File: src/rtl/slicmc_params.svh
`ifndef SLICMC_PARAMS_SVH
`define SLICMC_PARAMS_SVH

// ****************************************
// timing
// ****************************************
`define SLICMC_CLK_PERIOD_NS      10
`define SLICMC_FREEZE_TIME_NS     10000000
`define SLICMC_FREEZE_CYCLES      (`SLICMC_FREEZE_TIME_NS / `SLICMC_CLK_PERIOD_NS)
`define SLICMC_PERSIST_UNIT_NS    1000000
`define SLICMC_PERSIST_CYCLES     (`SLICMC_PERSIST_UNIT_NS / `SLICMC_CLK_PERIOD_NS)
`define SLICMC_OVERSAMPLE_HZ      256000
`define SLICMC_OVERSAMPLE_CYCLES  (1000000000 / (`SLICMC_OVERSAMPLE_HZ * `SLICMC_CLK_PERIOD_NS))
`define SLICMC_GK_LP_MAX          4'h0F

// ****************************************
// command and configuration fields
// ****************************************
`define SLICMC_CI_MODE_HI         7
`define SLICMC_CI_MODE_LO         5
`define SLICMC_CI_RING_SEL        6
`define SLICMC_CI_METER           5
`define SLICMC_CFG_ENABLE         7
`define SLICMC_CFG_WIRE_HI        3
`define SLICMC_CFG_WIRE_LO        2

// ****************************************
// line status bits (upstream and status; frozen bit in the status word only)
// ****************************************
`define SLICMC_ST_OFFHOOK         7
`define SLICMC_ST_GNDKEY          6
`define SLICMC_ST_BATLOW          5
`define SLICMC_ST_THERMAL         4
`define SLICMC_ST_FROZEN          0

// ****************************************
// synchronised pin indices
// ****************************************
`define SLICMC_PIN_HOOK           0
`define SLICMC_PIN_WIRE1          1
`define SLICMC_PIN_WIRE2          2
`define SLICMC_PIN_LONG           3
`define SLICMC_PIN_BAT            4
`define SLICMC_PIN_THERM          5
`define SLICMC_NPINS              6

// ****************************************
// reset values
// ****************************************
`define SLICMC_RST_BYTE           8'h00
`define SLICMC_RST_SINK           1'b0

`endif

File: src/rtl/slicmc_pkg.sv
package slicmc_pkg;

	// ****************************************
	// ternary control line levels
	// ****************************************
	typedef enum logic [1:0] {
		TERN_HIGH = 2'b00,
		TERN_MID  = 2'b01,
		TERN_LOW  = 2'b10
	} slicmc_tern_e;

	// ****************************************
	// operating modes, one-hot
	// ****************************************
	typedef enum logic [7:0] {
		MODE_EXT_IND   = 8'b0000_0001,
		MODE_LOOP_OPEN = 8'b0000_0010,
		MODE_STANDBY   = 8'b0000_0100,
		MODE_GND_START = 8'b0000_1000,
		MODE_ACTIVE    = 8'b0001_0000,
		MODE_ACT_METER = 8'b0010_0000,
		MODE_RING      = 8'b0100_0000,
		MODE_RING_RED  = 8'b1000_0000
	} slicmc_mode_e;

endpackage

File: src/rtl/slicmc_persist_if.sv
`timescale 1ns/1ps

// persistence filter hookup
interface slicmc_persist_if;
	logic       sample;
	logic       tick;
	logic [7:0] length;
	logic       filtered;

	modport filt (input sample, input tick, input length, output filtered);
	modport user (output sample, output tick, output length, input filtered);
endinterface

File: src/rtl/slicmc_persist.sv
`timescale 1ns/1ps
`include "slicmc_params.svh"

module slicmc_persist (
	// clock and reset
	input wire logic      clk,
	input wire logic      rst,
	// filter port
	slicmc_persist_if.filt pif
);

	typedef struct packed {
		logic       out;
		logic [7:0] cnt;
	} slicmc_pst_s;

	slicmc_pst_s st_q;
	slicmc_pst_s st_d;

	// output follows input once it held for length plus one ticks
	always_comb begin
		st_d = st_q;
		if (pif.sample == st_q.out) begin
			st_d.cnt = pif.length;
		end else if (pif.tick) begin
			if (st_q.cnt == 8'h00) begin
				st_d.out = pif.sample;
				st_d.cnt = pif.length;
			end else begin
				st_d.cnt = st_q.cnt - 8'h01;
			end
		end
	end

	// state register
	always_ff @(posedge clk or posedge rst) begin
		if (rst) begin
			st_q <= '0;
		end else begin
			st_q <= st_d;
		end
	end

	assign pif.filtered = st_q.out;

endmodule // slicmc_persist

File: src/rtl/slicmc_top.sv
// What this block does
// strobe receive-path oversampling at 256 kHz for the summing stage.
// ground key from longitudinal current comparator, low-pass, then persistence filter.
// report battery image comparison as one upstream status bit.
// drive both ternary control lines from received mode commands.
// sensed extra current on line a flags driver thermal overload.
// zero sink current means external indication, both low means loop open.
// no sink current forces power denial; sinking turns the driver on.
// in power denial detect off-hook from the line wire sense inputs.
// pass ring setup and metering level; stop ringing on ring trip.
// report line state both upstream and in the line status word.
// freeze line indication 10 ms plus persistence on every mode switch.
// in power down only off-hook detection stays powered, plus ground key in standby and ground start.
// decode power-down submodes from command bits and config bits 7, 3, 2.
// external indication removes the power-enable sink current.
// controller picks loop open only with resistor-integrating drivers.
// standby uses standby feed word; off-hook and ground key run.
// ground start is standby feeding with tip wire high impedance.
// command 010 selects active, 011 active with metering.
// active with config bits 3,2 unequal puts one wire high impedance.
// active uses active feed word; off-hook and ground key run.
// command bit 5 set in active superimposes metering onto voice.
// command 11 selects ring, 10 reduced ring; config 3,2 equal.
// reset gives external indication and power denial.
`timescale 1ns/1ps
`include "slicmc_params.svh"

module slicmc_top #(
	parameter int FREEZE_CYCLES  = `SLICMC_FREEZE_CYCLES,
	parameter int PERSIST_CYCLES = `SLICMC_PERSIST_CYCLES
) (
	// clock and reset
	input  wire logic                clk,
	input  wire logic                rst,
	// downstream command from the backplane
	input  wire logic [7:0]          ci_down,
	input  wire logic                ci_valid,
	// configuration words
	input  wire logic [7:0]          mode_config_reg,
	input  wire logic [7:0]          ground_key_persistence_reg,
	input  wire logic [7:0]          active_feed_reg,
	input  wire logic [7:0]          standby_feed_reg,
	input  wire logic [7:0]          ring_setup_reg,
	input  wire logic [7:0]          metering_level_reg,
	input  wire logic                polarity_reverse,
	input  wire logic                boost_enable,
	// comparator pins from the analog front end
	input  wire logic                hook_comp_in,
	input  wire logic                line_wire_sense_one,
	input  wire logic                line_wire_sense_two,
	input  wire logic                longitudinal_current_input,
	input  wire logic                battery_compare_in,
	input  wire logic                thermal_sense_in,
	// driver control
	output slicmc_pkg::slicmc_tern_e hv_control_line_a,
	output slicmc_pkg::slicmc_tern_e hv_control_line_b,
	output logic                     hv_power_enable_sink,
	// analog steering
	output logic                     analog_power_on,
	output logic                     rx_oversample_tick,
	output logic                     metering_signal,
	output logic                     ring_enable,
	output logic                     ring_reduced,
	output logic                     tip_hiz,
	output logic                     ring_hiz,
	output logic [7:0]               feed_word,
	output logic [7:0]               ring_word,
	output logic [7:0]               meter_word,
	// status
	output slicmc_pkg::slicmc_mode_e current_mode,
	output logic [7:0]               ci_up,
	output logic [7:0]               line_status_reg,
	output logic                     status_change
);

	// ****************************************
	// state
	// ****************************************
	typedef struct packed {
		slicmc_pkg::slicmc_mode_e mode;
		slicmc_pkg::slicmc_tern_e la;
		slicmc_pkg::slicmc_tern_e lb;
		logic                     sink;
		logic [7:0]               ci;
		logic [5:0]               s1;
		logic [5:0]               s2;
		logic [5:0]               s3;
		logic [5:0]               pin;
		logic [3:0]               gk_lp;
		logic                     gk_raw;
		logic                     hook_raw;
		logic                     freezing;
		logic [19:0]              frz_cnt;
		logic [7:0]               frz_pers;
		logic [16:0]              tick_cnt;
		logic                     tick;
		logic [8:0]               os_cnt;
		logic                     os_tick;
		logic [7:0]               status;
		logic                     chg;
		logic [7:0]               feed;
		logic [7:0]               ring_w;
		logic [7:0]               meter_w;
		logic                     meter_en;
		logic                     ring_en;
		logic                     ring_red;
		logic                     tip_z;
		logic                     ring_z;
		logic                     power_on;
	} slicmc_st_s;

	slicmc_st_s st_q;
	slicmc_st_s st_d;

	localparam logic [8:0]  OS_LAST   = 9'(`SLICMC_OVERSAMPLE_CYCLES - 1);
	localparam logic [19:0] FRZ_LAST  = 20'(FREEZE_CYCLES - 1);
	localparam logic [16:0] TICK_LAST = 17'(PERSIST_CYCLES - 1);

	slicmc_persist_if gk_if ();
	slicmc_persist_if hook_if ();

	logic       gk_f;
	logic       hook_f;
	logic       chosen_ok;
	logic [5:0] pin_sync;
	logic [7:0] new_status;
	logic       detect_on;
	logic       power_down;
	slicmc_pkg::slicmc_mode_e chosen;

	// ****************************************
	// persistence filters
	// ****************************************
	assign gk_if.sample   = st_q.gk_raw;
	assign gk_if.tick     = st_q.tick;
	assign gk_if.length   = ground_key_persistence_reg;
	assign hook_if.sample = st_q.hook_raw;
	assign hook_if.tick   = st_q.tick;
	assign hook_if.length = ground_key_persistence_reg;
	assign gk_f           = gk_if.filtered;
	assign hook_f         = hook_if.filtered;

	slicmc_persist u_gk_persist (
		.clk (clk),
		.rst (rst),
		.pif (gk_if.filt)
	);

	slicmc_persist u_hook_persist (
		.clk (clk),
		.rst (rst),
		.pif (hook_if.filt)
	);

	// ****************************************
	// mode decode from latched command and config
	// ****************************************
	always_comb begin
		chosen    = st_q.mode;
		chosen_ok = 1'b1;
		case (st_q.ci[`SLICMC_CI_MODE_HI:`SLICMC_CI_MODE_LO])
			3'b000: begin
				if (!mode_config_reg[`SLICMC_CFG_ENABLE]) begin
					chosen = slicmc_pkg::MODE_EXT_IND;
				end else if (mode_config_reg[3:2] == 2'b00) begin
					chosen = slicmc_pkg::MODE_STANDBY;
				end else if (mode_config_reg[3:2] == 2'b11) begin
					chosen = slicmc_pkg::MODE_GND_START;
				end else begin
					chosen_ok = 1'b0;
				end
			end
			3'b001: begin
				chosen = slicmc_pkg::MODE_LOOP_OPEN; // see R13
			end
			3'b010: begin
				chosen = slicmc_pkg::MODE_ACTIVE;
			end
			3'b011: begin
				chosen = slicmc_pkg::MODE_ACT_METER;
			end
			default: begin
				if (mode_config_reg[`SLICMC_CFG_WIRE_HI] != mode_config_reg[`SLICMC_CFG_WIRE_LO]) begin
					chosen_ok = 1'b0;
				end else if (st_q.ci[`SLICMC_CI_RING_SEL]) begin
					chosen = slicmc_pkg::MODE_RING;
				end else begin
					chosen = slicmc_pkg::MODE_RING_RED;
				end
			end
		endcase
	end

	// ****************************************
	// detection helpers
	// ****************************************
	assign pin_sync   = {thermal_sense_in, battery_compare_in, longitudinal_current_input,
	                     line_wire_sense_two, line_wire_sense_one, hook_comp_in};
	assign power_down = st_q.mode inside {slicmc_pkg::MODE_EXT_IND, slicmc_pkg::MODE_LOOP_OPEN,
	                                      slicmc_pkg::MODE_STANDBY, slicmc_pkg::MODE_GND_START};
	assign detect_on  = st_q.mode inside {slicmc_pkg::MODE_STANDBY, slicmc_pkg::MODE_GND_START,
	                                      slicmc_pkg::MODE_ACTIVE, slicmc_pkg::MODE_ACT_METER};

	// live line status word
	always_comb begin
		new_status                     = '0;
		new_status[`SLICMC_ST_OFFHOOK] = hook_f;
		new_status[`SLICMC_ST_GNDKEY]  = gk_f;
		new_status[`SLICMC_ST_BATLOW]  = st_q.pin[`SLICMC_PIN_BAT];
		new_status[`SLICMC_ST_THERMAL] = st_q.pin[`SLICMC_PIN_THERM];
	end

	// ****************************************
	// next state
	// ****************************************
	always_comb begin
		st_d = st_q;

		// command capture
		if (ci_valid) begin
			st_d.ci = ci_down;
		end

		// three-stage pin sampling, accept when last two agree
		st_d.s1  = pin_sync;
		st_d.s2  = st_q.s1;
		st_d.s3  = st_q.s2;
		st_d.pin = (st_q.s2 & st_q.s3) | (st_q.pin & (st_q.s2 ^ st_q.s3));

		// receive oversampling strobe
		st_d.os_tick = 1'b0;
		if (st_q.os_cnt == OS_LAST) begin
			st_d.os_cnt  = '0;
			st_d.os_tick = 1'b1;
		end else begin
			st_d.os_cnt = st_q.os_cnt + 9'h001;
		end

		// persistence time base
		st_d.tick = 1'b0;
		if (st_q.tick_cnt == TICK_LAST) begin
			st_d.tick_cnt = '0;
			st_d.tick     = 1'b1;
		end else begin
			st_d.tick_cnt = st_q.tick_cnt + 17'h0_0001;
		end

		// ground key low-pass integrator with hysteresis
		if (st_q.pin[`SLICMC_PIN_LONG] && detect_on) begin
			if (st_q.gk_lp != `SLICMC_GK_LP_MAX) begin
				st_d.gk_lp = st_q.gk_lp + 4'h1;
			end
		end else if (st_q.gk_lp != 4'h0) begin
			st_d.gk_lp = st_q.gk_lp - 4'h1;
		end
		if (st_q.gk_lp == `SLICMC_GK_LP_MAX) begin
			st_d.gk_raw = 1'b1;
		end else if (st_q.gk_lp == 4'h0) begin
			st_d.gk_raw = 1'b0;
		end

		// off-hook source: wire sense in power denial
		if (!st_q.sink) begin
			st_d.hook_raw = st_q.pin[`SLICMC_PIN_WIRE1] | st_q.pin[`SLICMC_PIN_WIRE2];
		end else begin
			st_d.hook_raw = st_q.pin[`SLICMC_PIN_HOOK];
		end

		// mode switch starts the indication freeze
		if (chosen_ok && (chosen != st_q.mode)) begin
			st_d.mode     = chosen;
			st_d.freezing = 1'b1;
			st_d.frz_cnt  = FRZ_LAST;
			st_d.frz_pers = ground_key_persistence_reg;
		end else if (st_q.freezing) begin
			if (st_q.frz_cnt != '0) begin
				st_d.frz_cnt = st_q.frz_cnt - 20'h0_0001;
			end else if (st_q.tick) begin
				if (st_q.frz_pers == 8'h00) begin
					st_d.freezing = 1'b0;
				end else begin
					st_d.frz_pers = st_q.frz_pers - 8'h01;
				end
			end
		end

		// line status, held while frozen
		st_d.chg = 1'b0;
		if (!st_q.freezing) begin
			if (new_status != st_q.status) begin
				st_d.chg = 1'b1;
			end
			st_d.status = new_status;
		end

		// driver control lines and steering per mode
		st_d.la       = slicmc_pkg::TERN_HIGH;
		st_d.lb       = slicmc_pkg::TERN_HIGH;
		st_d.sink     = 1'b1;
		st_d.feed     = standby_feed_reg;
		st_d.tip_z    = 1'b0;
		st_d.ring_z   = 1'b0;
		st_d.meter_en = 1'b0;
		st_d.ring_en  = 1'b0;
		st_d.ring_red = 1'b0;
		st_d.power_on = !power_down;
		st_d.ring_w   = ring_setup_reg;
		st_d.meter_w  = metering_level_reg;
		case (st_q.mode)
			slicmc_pkg::MODE_EXT_IND: begin
				st_d.sink = 1'b0; // see R14
			end
			slicmc_pkg::MODE_LOOP_OPEN: begin
				st_d.sink = 1'b0;
				st_d.la   = slicmc_pkg::TERN_LOW;
				st_d.lb   = slicmc_pkg::TERN_LOW;
			end
			slicmc_pkg::MODE_STANDBY: begin
				st_d.feed = standby_feed_reg; // see R16
			end
			slicmc_pkg::MODE_GND_START: begin
				st_d.la    = slicmc_pkg::TERN_MID; // see R17
				st_d.tip_z = 1'b1;
			end
			slicmc_pkg::MODE_ACTIVE, slicmc_pkg::MODE_ACT_METER: begin
				st_d.feed     = active_feed_reg;
				st_d.meter_en = (st_q.mode == slicmc_pkg::MODE_ACT_METER);
				if (mode_config_reg[`SLICMC_CFG_WIRE_HI] != mode_config_reg[`SLICMC_CFG_WIRE_LO]) begin
					st_d.tip_z  = mode_config_reg[`SLICMC_CFG_WIRE_HI];
					st_d.ring_z = !mode_config_reg[`SLICMC_CFG_WIRE_HI];
					st_d.la     = mode_config_reg[`SLICMC_CFG_WIRE_HI] ?
					              slicmc_pkg::TERN_MID : slicmc_pkg::TERN_LOW;
				end else begin
					st_d.la = boost_enable ? slicmc_pkg::TERN_MID : slicmc_pkg::TERN_HIGH;
					st_d.lb = polarity_reverse ? slicmc_pkg::TERN_LOW : slicmc_pkg::TERN_MID;
				end
			end
			slicmc_pkg::MODE_RING, slicmc_pkg::MODE_RING_RED: begin
				st_d.la       = slicmc_pkg::TERN_LOW;
				st_d.lb       = polarity_reverse ? slicmc_pkg::TERN_LOW : slicmc_pkg::TERN_MID;
				st_d.ring_en  = !hook_f;
				st_d.ring_red = (st_q.mode == slicmc_pkg::MODE_RING_RED);
			end
			default: begin
				st_d.sink = 1'b0;
			end
		endcase
	end

	// ****************************************
	// state register
	// ****************************************
	always_ff @(posedge clk or posedge rst) begin
		if (rst) begin
			st_q      <= '0;
			st_q.mode <= slicmc_pkg::MODE_EXT_IND;
			st_q.la   <= slicmc_pkg::TERN_HIGH;
			st_q.lb   <= slicmc_pkg::TERN_HIGH;
			st_q.sink <= `SLICMC_RST_SINK;
			st_q.ci   <= `SLICMC_RST_BYTE;
		end else begin
			st_q <= st_d;
		end
	end

	// ****************************************
	// outputs
	// ****************************************
	assign hv_control_line_a    = st_q.la;
	assign hv_control_line_b    = st_q.lb;
	assign hv_power_enable_sink = st_q.sink;
	assign analog_power_on      = st_q.power_on;
	assign rx_oversample_tick   = st_q.os_tick;
	assign metering_signal      = st_q.meter_en;
	assign ring_enable          = st_q.ring_en;
	assign ring_reduced         = st_q.ring_red;
	assign tip_hiz              = st_q.tip_z;
	assign ring_hiz             = st_q.ring_z;
	assign feed_word            = st_q.feed;
	assign ring_word            = st_q.ring_w;
	assign meter_word           = st_q.meter_w;
	assign current_mode         = st_q.mode;
	assign ci_up                = st_q.status;
	assign line_status_reg      = {st_q.status[7:1], st_q.freezing};
	assign status_change        = st_q.chg;

endmodule // slicmc_top

File: config.mk
export PLATFORM = sky130hd
export DESIGN_NAME = slicmc_top
export DESIGN_NICKNAME = d
export VERILOG_FILES = /design/src/rtl/slicmc_pkg.sv /design/src/rtl/slicmc_persist_if.sv /design/src/rtl/slicmc_persist.sv /design/src/rtl/slicmc_top.sv
export VERILOG_INCLUDE_DIRS = /design/src /design/src/rtl
export SDC_FILE = /design/constraint.sdc
export NUM_CORES = 1
export LEC_CHECK = 0
export ABC_CLOCK_PERIOD_IN_PS = 6100
export BUFFER_PORTS_ARGS = -buffer_cell sky130_fd_sc_hd__buf_4
export CAP_MARGIN = 20
export CORE_ASPECT_RATIO = 0.75
export CORE_UTILIZATION = 40
export DETAILED_ROUTE_END_ITERATION = 8
export PLACE_DENSITY_LB_ADDON = 0.08
export RECOVER_POWER = 25
export SLEW_MARGIN = 20
export SYNTH_ARGS = -nofsm -noshare
export SYNTH_HDL_FRONTEND = slang
export SYNTH_HIERARCHICAL = 1
export SYNTH_SLANG_ARGS = --single-unit
File: constraint.sdc
create_clock -name clk -period 6.1 [get_ports clk]
set_input_delay 1.22 -clock clk [delete_from_list [all_inputs] [get_ports clk]]
set_output_delay 1.22 -clock clk [all_outputs]
set_load 0.05 [all_outputs]
==> results of run 1 <==
metal layers:
metal	up-vias	part of all wire
met4	0	0.022
met2	160	0.43
met1	2696	0.49
met5	-	0
li1	2681	-
met3	32	0.066
power breakdown:
| group | total, uW | switching (uW) | leakage (uW) | internal, uW |
|---|---|---|---|---|
| logic | 1080 | 657 | 0.00185 | 421 |
| clock network | 1150 | 437 | 0.000303 | 710 |
| registers | 1420 | 213 | 0.00188 | 1210 |
synthesized netlist by cell type, drive strengths merged, types with 3 or more instances:
library cell,number,share of area
nand4,7,0.0056
xnor2,33,0.037
o31ai,3,0.0029
and3,9,0.0075
nor4,15,0.017
o211ai,8,0.0076
dfrtp,155,0.49
or4b,5,0.0073
nand4b,4,0.0052
o21ai,39,0.028
a21o,8,0.0076
a32o,3,0.0038
inv,34,0.016
nand3,22,0.014
nor2,58,0.028
nor3,13,0.0095
xor2,20,0.022
or4,4,0.0041
buf,62,0.060
or3,17,0.014
ha,21,0.033
mux2,17,0.024
clkbuf,10,0.0048
a31oi,5,0.0040
nor3b,5,0.0054
a21oi,32,0.024
mux2i,5,0.0064
o21a,4,0.0038
o311ai,9,0.010
nand2,47,0.023
nor4b,7,0.0094
nor2b,7,0.0056
nand2b,5,0.0043
a21boi,3,0.0029
placed cells by master (no fill, tap or decap), types with 10 or more instances in the layout:
master and n:
sky130_fd_sc_hd__a21oi_1 25, sky130_fd_sc_hd__buf_4 88, sky130_fd_sc_hd__clkbuf_16 17, sky130_fd_sc_hd__clkbuf_4 22, sky130_fd_sc_hd__dfrtp_1 155, sky130_fd_sc_hd__ha_1 21, sky130_fd_sc_hd__inv_1 33, sky130_fd_sc_hd__mux2_2 17
sky130_fd_sc_hd__nand2_1 46, sky130_fd_sc_hd__nand3_1 22, sky130_fd_sc_hd__nor2_1 58, sky130_fd_sc_hd__nor3_1 11, sky130_fd_sc_hd__nor4_1 10, sky130_fd_sc_hd__o21ai_0 33, sky130_fd_sc_hd__or3_1 17, sky130_fd_sc_hd__xnor2_1 33
sky130_fd_sc_hd__xor2_1 20
cell type report:
cell class / count / area share
Inverter: 34 / 0.0140
Sequential cell: 156 / 0.425
Clock buffer: 19 / 0.0493
Multi-Input combinational cell: 480 / 0.365
Clock inverter: 12 / 0.0203
Tap cell: 253 / 0.0344
Timing Repair Buffer: 113 / 0.0919
through the flow:
step	hold WS (ns)	cell area, um^2	total power, uW	setup slack (ns)
6_report	0.348	9190	3650	2.30
5_1_grt	0.360	9190	3860	1.66
4_1_cts	0.349	9200	3680	2.43
3_5_place_dp	0.335	8560	2510	1.97
3_3_place_gp	0.332	8550	2470	1.76
2_1_floorplan	0.331	7900	2290	1.19
cells by family (layout without fill, tap and decap cells):
logic type	count (synthesis)	count (layout)
mux	22	22
fa+ha+maj	22	22
other cells	1	7
compound gates	142	142
flops	156	156
buf+inv	106	178
simple gates	234	234
xor+xnor	53	53
how the worst max path moves through the flow:
stage,endpoint,cells past startpoint,slack [ns]
finish,current_mode[3],3,2.30
global route,current_mode[3],3,1.66
CTS,st_q[67],12,2.43
detailed placement,st_q[73],12,1.97
global placement,st_q[67],11,1.76
floorplan,analog_power_on,1,1.19
worst max-delay path: cells and delay by family:
kind / cells / cell delay (ns)
buf+inv: 3 / 2.97
==> summary.txt, run 1 <==
Global route
  • Routing usage on met1: 0.244
  • Global-route wire length before repair: 27,400 um
  • Via count of the first global-routing pass: 5,466
  • Met3 routing resource usage after global routing: 0.0530
  • Overflow left after global routing: 0
  • Most used routing layer: met2
  • Met2 Use GR: 0.250
  • Antenna violations before repair: 0
  • Largest net degree at the start of global routing: about 80
  • Global router's overall resource usage: 0.175

Die
  • Placeable core area: 19,300 um^2
  • Die Width: 164 um
  • Number of core rows: 44
  • Starting Density: 0.408
  • Number of ports placed on the die boundary: 128
  • Area of the die: 20,300 um^2
  • DIE HEIGHT: ~120 um

Cells and area
  • Core occupancy in the finished layout: 0.476
  • Fill cell instance count of the final layout: approximately 1,800
  • Footprint of the multi-input gates: 3350 um^2
  • Layout Nets: roughly 900
  • Number of flip-flops in the largest register: 71
  • Antenna diode instance count: 0
  • Share of cells above drive strength 1: 0.246
  • Post-route insts no fill: around 1,100
  • Storage element area: 3910 um^2
  • Synth-to-layout area growth: 16.7%
  • Register ranked first by flip-flop count: st_q

Clock tree
  • Hold-fix buffer count after cts: 0
  • Buffer depth of the longest clock path: 2
  • PostCTS Resize Cnt: 0
  • Inserted Clock Buffers: 17
  • Clock network latency to the later pin of the worst-skew pair: 0.42 ns
  • CTS tree: built
  • Clock tree root buffer cell: sky130_fd_sc_hd__clkbuf_16
  • H-tree level count: 4
  • Clock-pin slew of the registers on the worst-case setup and hold paths: roughly 0.060 ns
  • Clock sink total: between 150 and 200
  • Post-CTS Repair Setup Buffers: 0

Synthesis
  • Post-Synthesis Mean Instance Area: 10.7 um^2
  • Post-synthesis share of cell area spent on full adders, half adders and majority gates: 0.0359
  • Number of unique standard cell types used by synthesis: 85
  • Post-synth top flop: sky130_fd_sc_hd__dfrtp_1
  • Synthesized instance count: ~740
  • Number of enable flip-flop cells after synthesis: 0
  • Sequential element share of the synthesized area: 0.496
  • Multiplexer fraction of the synthesized cell area: 0.0307
  • Yosys Warn Count: 6
  • Mapped cell area: 7880 um^2
  • Fraction of registers with async set or reset after synthesis: 1.00
  • Fraction of synthesized cell area in xor and xnor cells: 0.0589
  • Compound-cell area share of the yosys netlist: 0.129
  • Dominant combinational cell family by area after synthesis: simple AND/OR/NAND/NOR gates
  • FF+latch count, synth: 156
  • Simple logic cell fraction of the synthesized area: 0.168

Worst setup path
  • Crit path largest cell delay: 1.95 ns
  • Crit. End Element: asynchronous set/reset pin
  • Critical Path Source: rst
  • Depth of the worst register-to-register path: 9
  • Startpoint Class: input port
  • Data arrival time of the worst path: 4.26 ns
  • Data required time at the worst endpoint: 6.56 ns
  • R2R Setup Slk: 2.57 ns
  • Startpoint-to-endpoint class of the critical path: in -> async
  • Critical path, cell by cell: clkbuf_1 > clkinvlp_2 > buf_4
  • Reg-to-reg critical path startpoint: current_mode[1]
  • Largest fanout of any net on the critical path: between 70 and 80
  • Cell with the largest stage delay on the worst path: sky130_fd_sc_hd__clkinvlp_2
  • R2r endpoint: st_q[101]

Drt
  • Remaining design rule violation count: 0
  • Via count: 5,569
  • Detailed router's first-iteration violation count: around 280
  • Detailed-router iteration count before antenna repair: 5
  • Remaining antenna violation count after routing: 0
  • Average routed wire per standard cell: 15.6 um
  • Detail-routed via count per cell: ~5.2
  • Detailed-route wire length: approximately 17,000 um

Timing
  • Post-route fraction of the period consumed by the critical path: 0.623
  • Count of final max-slew check failures: 79
  • Worst-Margin Slew: 3.48 ns
  • RSZ-0062 raised after global routing: no
  • Slew HR: -1.33
  • Total setup violations reported at the end of the flow: 0
  • Final hold viol count: 0
  • Summed negative setup slack over all endpoints: 0 ns
  • Setup clock skew after layout: 0.00906 ns
  • Maximum clock frequency: 263 MHz
  • Minimum period implied by the final worst setup slack: 3.80 ns

Outcome
  • Outcome: finished, violations left
  • Violated checks: capacitance limit, slew limit

Power and ir drop
  • Cell leakage power: 0.00403 uW
  • Maximum vdd ir drop: 196 uV
  • PD cells: 397 nW/um^2

Min path
  • Number of cells on the worst hold path: 0
  • Worst Hold Class: reg -> reg
  • Min-Delay Startpoint: st_d[114]
  • Endpoint with the worst hold slack: st_d[108]

Placement
  • Final Wtd Congestion: 0.862
  • Final HPWL DP: around 12,000 um
  • Total instance count after detailed placement: 1,036
  • Count of input and output buffers: 110

Flow run
  • Number of maximum-capacitance violations: 1
No activity file was read; power rests on OpenSTA's default activity.
==> run 2, diff against run 1 <==
ABC_CLOCK_PERIOD_IN_PS = 3750   (was 6100)
clock period = 3.75 ns   (was 6.1 ns; I/O delays follow)
==> run 2 against run 1 <==
Against the previous run:
- the flow still finishes with violations (capacitance limit, slew limit)
- final area fell by 0.49%
- sequential power rose by 61%
- via count rose by 0.31%
- non-clock buffer count rose by 6
- register-to-register slack got worse by 2.1 ns
- worst setup slack got worse by 1.8 ns
- routed wire length fell by 1.9%
- largest cell class unchanged
==> summary.txt, run 2 (same netlist as run 1, synthesis figures left out) <==
Cells and area
  • Layout Nets: 897 (was 891)
  • Fill cell instance count of the final layout: 1,803 (was 1,762)
  • Synth-to-layout area growth: 16.1% (was 16.7%)
  • Commonest cells after routing, fill and taps aside: sky130_fd_sc_hd__dfrtp_1 (155), sky130_fd_sc_hd__buf_4 (95), sky130_fd_sc_hd__nor2_1 (58) (was sky130_fd_sc_hd__dfrtp_1 (155), sky130_fd_sc_hd__buf_4 (88), sky130_fd_sc_hd__nor2_1 (58))
  • Share of cells above drive strength 1: 0.252 (was 0.246)
  • Number of flip-flops in the largest register: 71 (unchanged)
  • Antenna diode instance count: 0 (unchanged)
  • Leading cell type in the layout, fill and taps excluded: sky130_fd_sc_hd__dfrtp_1 (unchanged)
  • Register ranked first by flip-flop count: st_q (unchanged)

Global route
  • Most used routing layer: met1 (was met2)
  • Global router's overall resource usage: 0.173 (was 0.175)
  • Met3 routing resource usage after global routing: 0.0527 (was 0.0530)
  • Global-route wire length before repair: 27,400 um (about the same)
  • Routing usage on met1: 0.254 (was 0.244)
  • Via count of the first global-routing pass: 5,455 (was 5,466)
  • Met2 Use GR: 0.247 (was 0.250)
  • Overflow left after global routing: 0 (unchanged)
  • Antenna violations before repair: 0 (unchanged)
  • Largest net degree at the start of global routing: 82 (was 79)

Worst setup path
  • Crit path largest cell delay: 0.58 ns (was 1.95 ns)
  • Reg-to-reg critical path startpoint: current_mode[2] (was current_mode[1])
  • Largest fanout of any net on the critical path: 15 (was 78)
  • Critical path, cell by cell: nor4_1 > nand3_1 > buf_4 > nand2_1 > nand2_1 > ha_1 > a21o_1 > a21oi_1 > o21ai_0 > a221o_1 (was clkbuf_1 > clkinvlp_2 > buf_4)
  • Startpoint Class: flip-flop (was input port)
  • Most numerous cell on the critical path: sky130_fd_sc_hd__nand2_1
  • Depth of the worst register-to-register path: 10 (was 9)
  • Cell with the largest stage delay on the worst path: sky130_fd_sc_hd__nor4_1 (was sky130_fd_sc_hd__clkinvlp_2)
  • Kind of cell with the highest combined delay on the critical path: simple AND/OR/NAND/NOR gates (was buffers and inverters)
  • R2r endpoint: st_q[101] (unchanged)
  • Crit. End Element: flip-flop (was asynchronous set/reset pin)
  • R2R Setup Slk: 0.50 ns (was 2.57 ns)
  • Data arrival time of the worst path: 3.54 ns (was 4.26 ns)
  • Startpoint-to-endpoint class of the critical path: reg -> reg (was in -> async)
  • Buf+Inv Stages, Crit Path: 1 (was 3)
  • Data required time at the worst endpoint: 4.05 ns (was 6.56 ns)

Timing
  • Final hold viol count: 0 (unchanged)
  • Setup clock skew after layout: 0.0115 ns (was 0.00906 ns)
  • RSZ-0062 raised after global routing: no (unchanged)
  • Maximum clock frequency: 308 MHz
  • Minimum period implied by the final worst setup slack: about 3.2 ns
  • Count of final max-slew check failures: 82 (was 79)
  • Final Hold Slack: 0.342 ns (was 0.348 ns)
  • Post-route fraction of the period consumed by the critical path: 0.866
  • Slew HR: -0.271 (was -1.33)
  • Summed negative setup slack over all endpoints: 0 ns (unchanged)
  • Worst-Margin Slew: 1.91 ns (was 3.48 ns)
  • Total setup violations reported at the end of the flow: 0 (unchanged)

Drt
  • Remaining antenna violation count after routing: 0 (unchanged)
  • Remaining design rule violation count: 0 (unchanged)
  • Via count: 5,586 (was 5,569)
  • Average routed wire per standard cell: 15.2 um (was 15.6 um)
  • Detailed-route wire length: 16,300 um (was 16,600 um)
  • Detailed-router iteration count before antenna repair: 4 (was 5)
  • Detail-routed via count per cell: 5.20 (was 5.22)
  • Detailed router's first-iteration violation count: 406 (was 279)

Min path
  • Worst Hold Class: in -> async (was reg -> reg)

Flow run
  • Number of maximum-capacitance violations: 1 (unchanged)

Die
  • Number of ports placed on the die boundary: 128 (unchanged)
  • Placeable core area: 19,300 um^2 (unchanged)
  • Die Width: 164 um (unchanged)
  • DIE HEIGHT: 124 um (unchanged)
  • Area of the die: 20,300 um^2 (unchanged)
  • Number of core rows: 44 (unchanged)
  • Starting Density: 0.408 (unchanged)

Placement
  • Final Wtd Congestion: 0.871 (was 0.862)
  • Count of input and output buffers: 110 (unchanged)
  • Final HPWL DP: 11,700 um (was 11,600 um)

Clock tree
  • Clock network latency to the later pin of the worst-skew pair: 0.42 ns (about the same)
  • Clock tree root buffer cell: sky130_fd_sc_hd__clkbuf_16 (unchanged)
  • CTS tree: built (unchanged)
  • Post-CTS Repair Setup Buffers: 0 (unchanged)
  • Clock-pin slew of the registers on the worst-case setup and hold paths: 0.06 ns (about the same)
  • Inserted Clock Buffers: 17 (unchanged)
  • Hold-fix buffer count after cts: 0 (unchanged)
  • Buffer depth of the longest clock path: 2 (unchanged)
  • PostCTS Resize Cnt: 0 (unchanged)
  • H-tree level count: 4 (unchanged)
  • Clock sink total: 156 (unchanged)

Outcome
  • Violated checks: capacitance limit, slew limit (unchanged)
  • Outcome: finished, violations left (unchanged)

Power and ir drop
  • Switch share: 0.378 (was 0.358)
  • Clk network pwr share: 0.283 (was 0.314)
  • Internal power contribution: 3560 uW (was 2340 uW)
  • PD cells: 625 nW/um^2 (was 397 nW/um^2)
  • Maximum vdd ir drop: 348 uV (was 196 uV)
  • Sequential share of power: 0.400 (was 0.390)
  • Sw Pwr: 2160 uW (was 1310 uW)
  • Cell leakage power: 0.00402 uW (was 0.00403 uW)
  • Relative contribution of combinational cells to total power: 0.318 (was 0.296)
-- run 2: power groups by stage --
stage | clock network (uW) | registers, uW | logic [uW]
4_1_cts | 1660 | 2280 | 1830
5_1_grt | 1750 | 2330 | 2000
2_1_floorplan | 0 | 2270 | 1450
3_3_place_gp | 0 | 2290 | 1780
6_report | 1620 | 2280 | 1820
3_5_place_dp | 0 | 2300 | 1830
-- run 2: how the worst max path moves through the flow --
stage	startpoint	to	slack (ns)	cells past startpoint
CTS	current_mode[2]	st_q[101]	0.53	10
finish	current_mode[2]	st_q[101]	0.50	10
detailed placement	current_mode[2]	st_q[101]	0.55	10
floorplan	current_mode[1]	st_q[101]	1.0	10
global placement	mode_config_reg[3]	current_mode[6]	0.58	9
global route	current_mode[2]	st_q[101]	0.28	11
-- run 2: worst reg2reg max path, delay by kind of cell (launching register included) --
| kind | cells | cell delay, ns |
|---|---|---|
| DFF | 1 | 0.51 |
| AOI/OAI and AO/OA | 4 | 0.99 |
| adders and majority gates | 1 | 0.37 |
| and+or+nand+nor | 4 | 1.04 |
| buffers and inverters | 1 | 0.24 |
-- run 2: metrics by stage --
stage | util | instances | instance area (um^2) | setup WS (ns) | power (uW)
6_report | 0.473 | 1074 | 9140 | 0.504 | 5720
3_5_place_dp | 0.446 | 1042 | 8610 | 0.551 | 4130
3_3_place_gp | 0.446 | 1042 | 8610 | 0.580 | 4070
5_1_grt | 0.473 | 1074 | 9140 | 0.283 | 6080
2_1_floorplan | - | 742 | 7900 | 0.998 | 3720
4_1_cts | 0.474 | 1074 | 9170 | 0.532 | 5770
-- run 2: cell type report --
cell class              count  area (um^2)  share of cell area
repair buffers            119          887              0.0970
multi-input cells         480         3350               0.367
inverters                  34          129              0.0141
clock inverters            13          109              0.0119
clock buffers              19          443              0.0484
well taps                 253          317              0.0346
flip-flops and latches    156         3910               0.427
-- run 2: per-layer routing --
| layer | part of all wire | up-vias |
|---|---|---|
| met1 | 0.49 | 2722 |
| met3 | 0.066 | 13 |
| met5 | 0 | - |
| met4 | 0.0099 | 0 |
| met2 | 0.43 | 158 |
| li1 | - | 2693 |
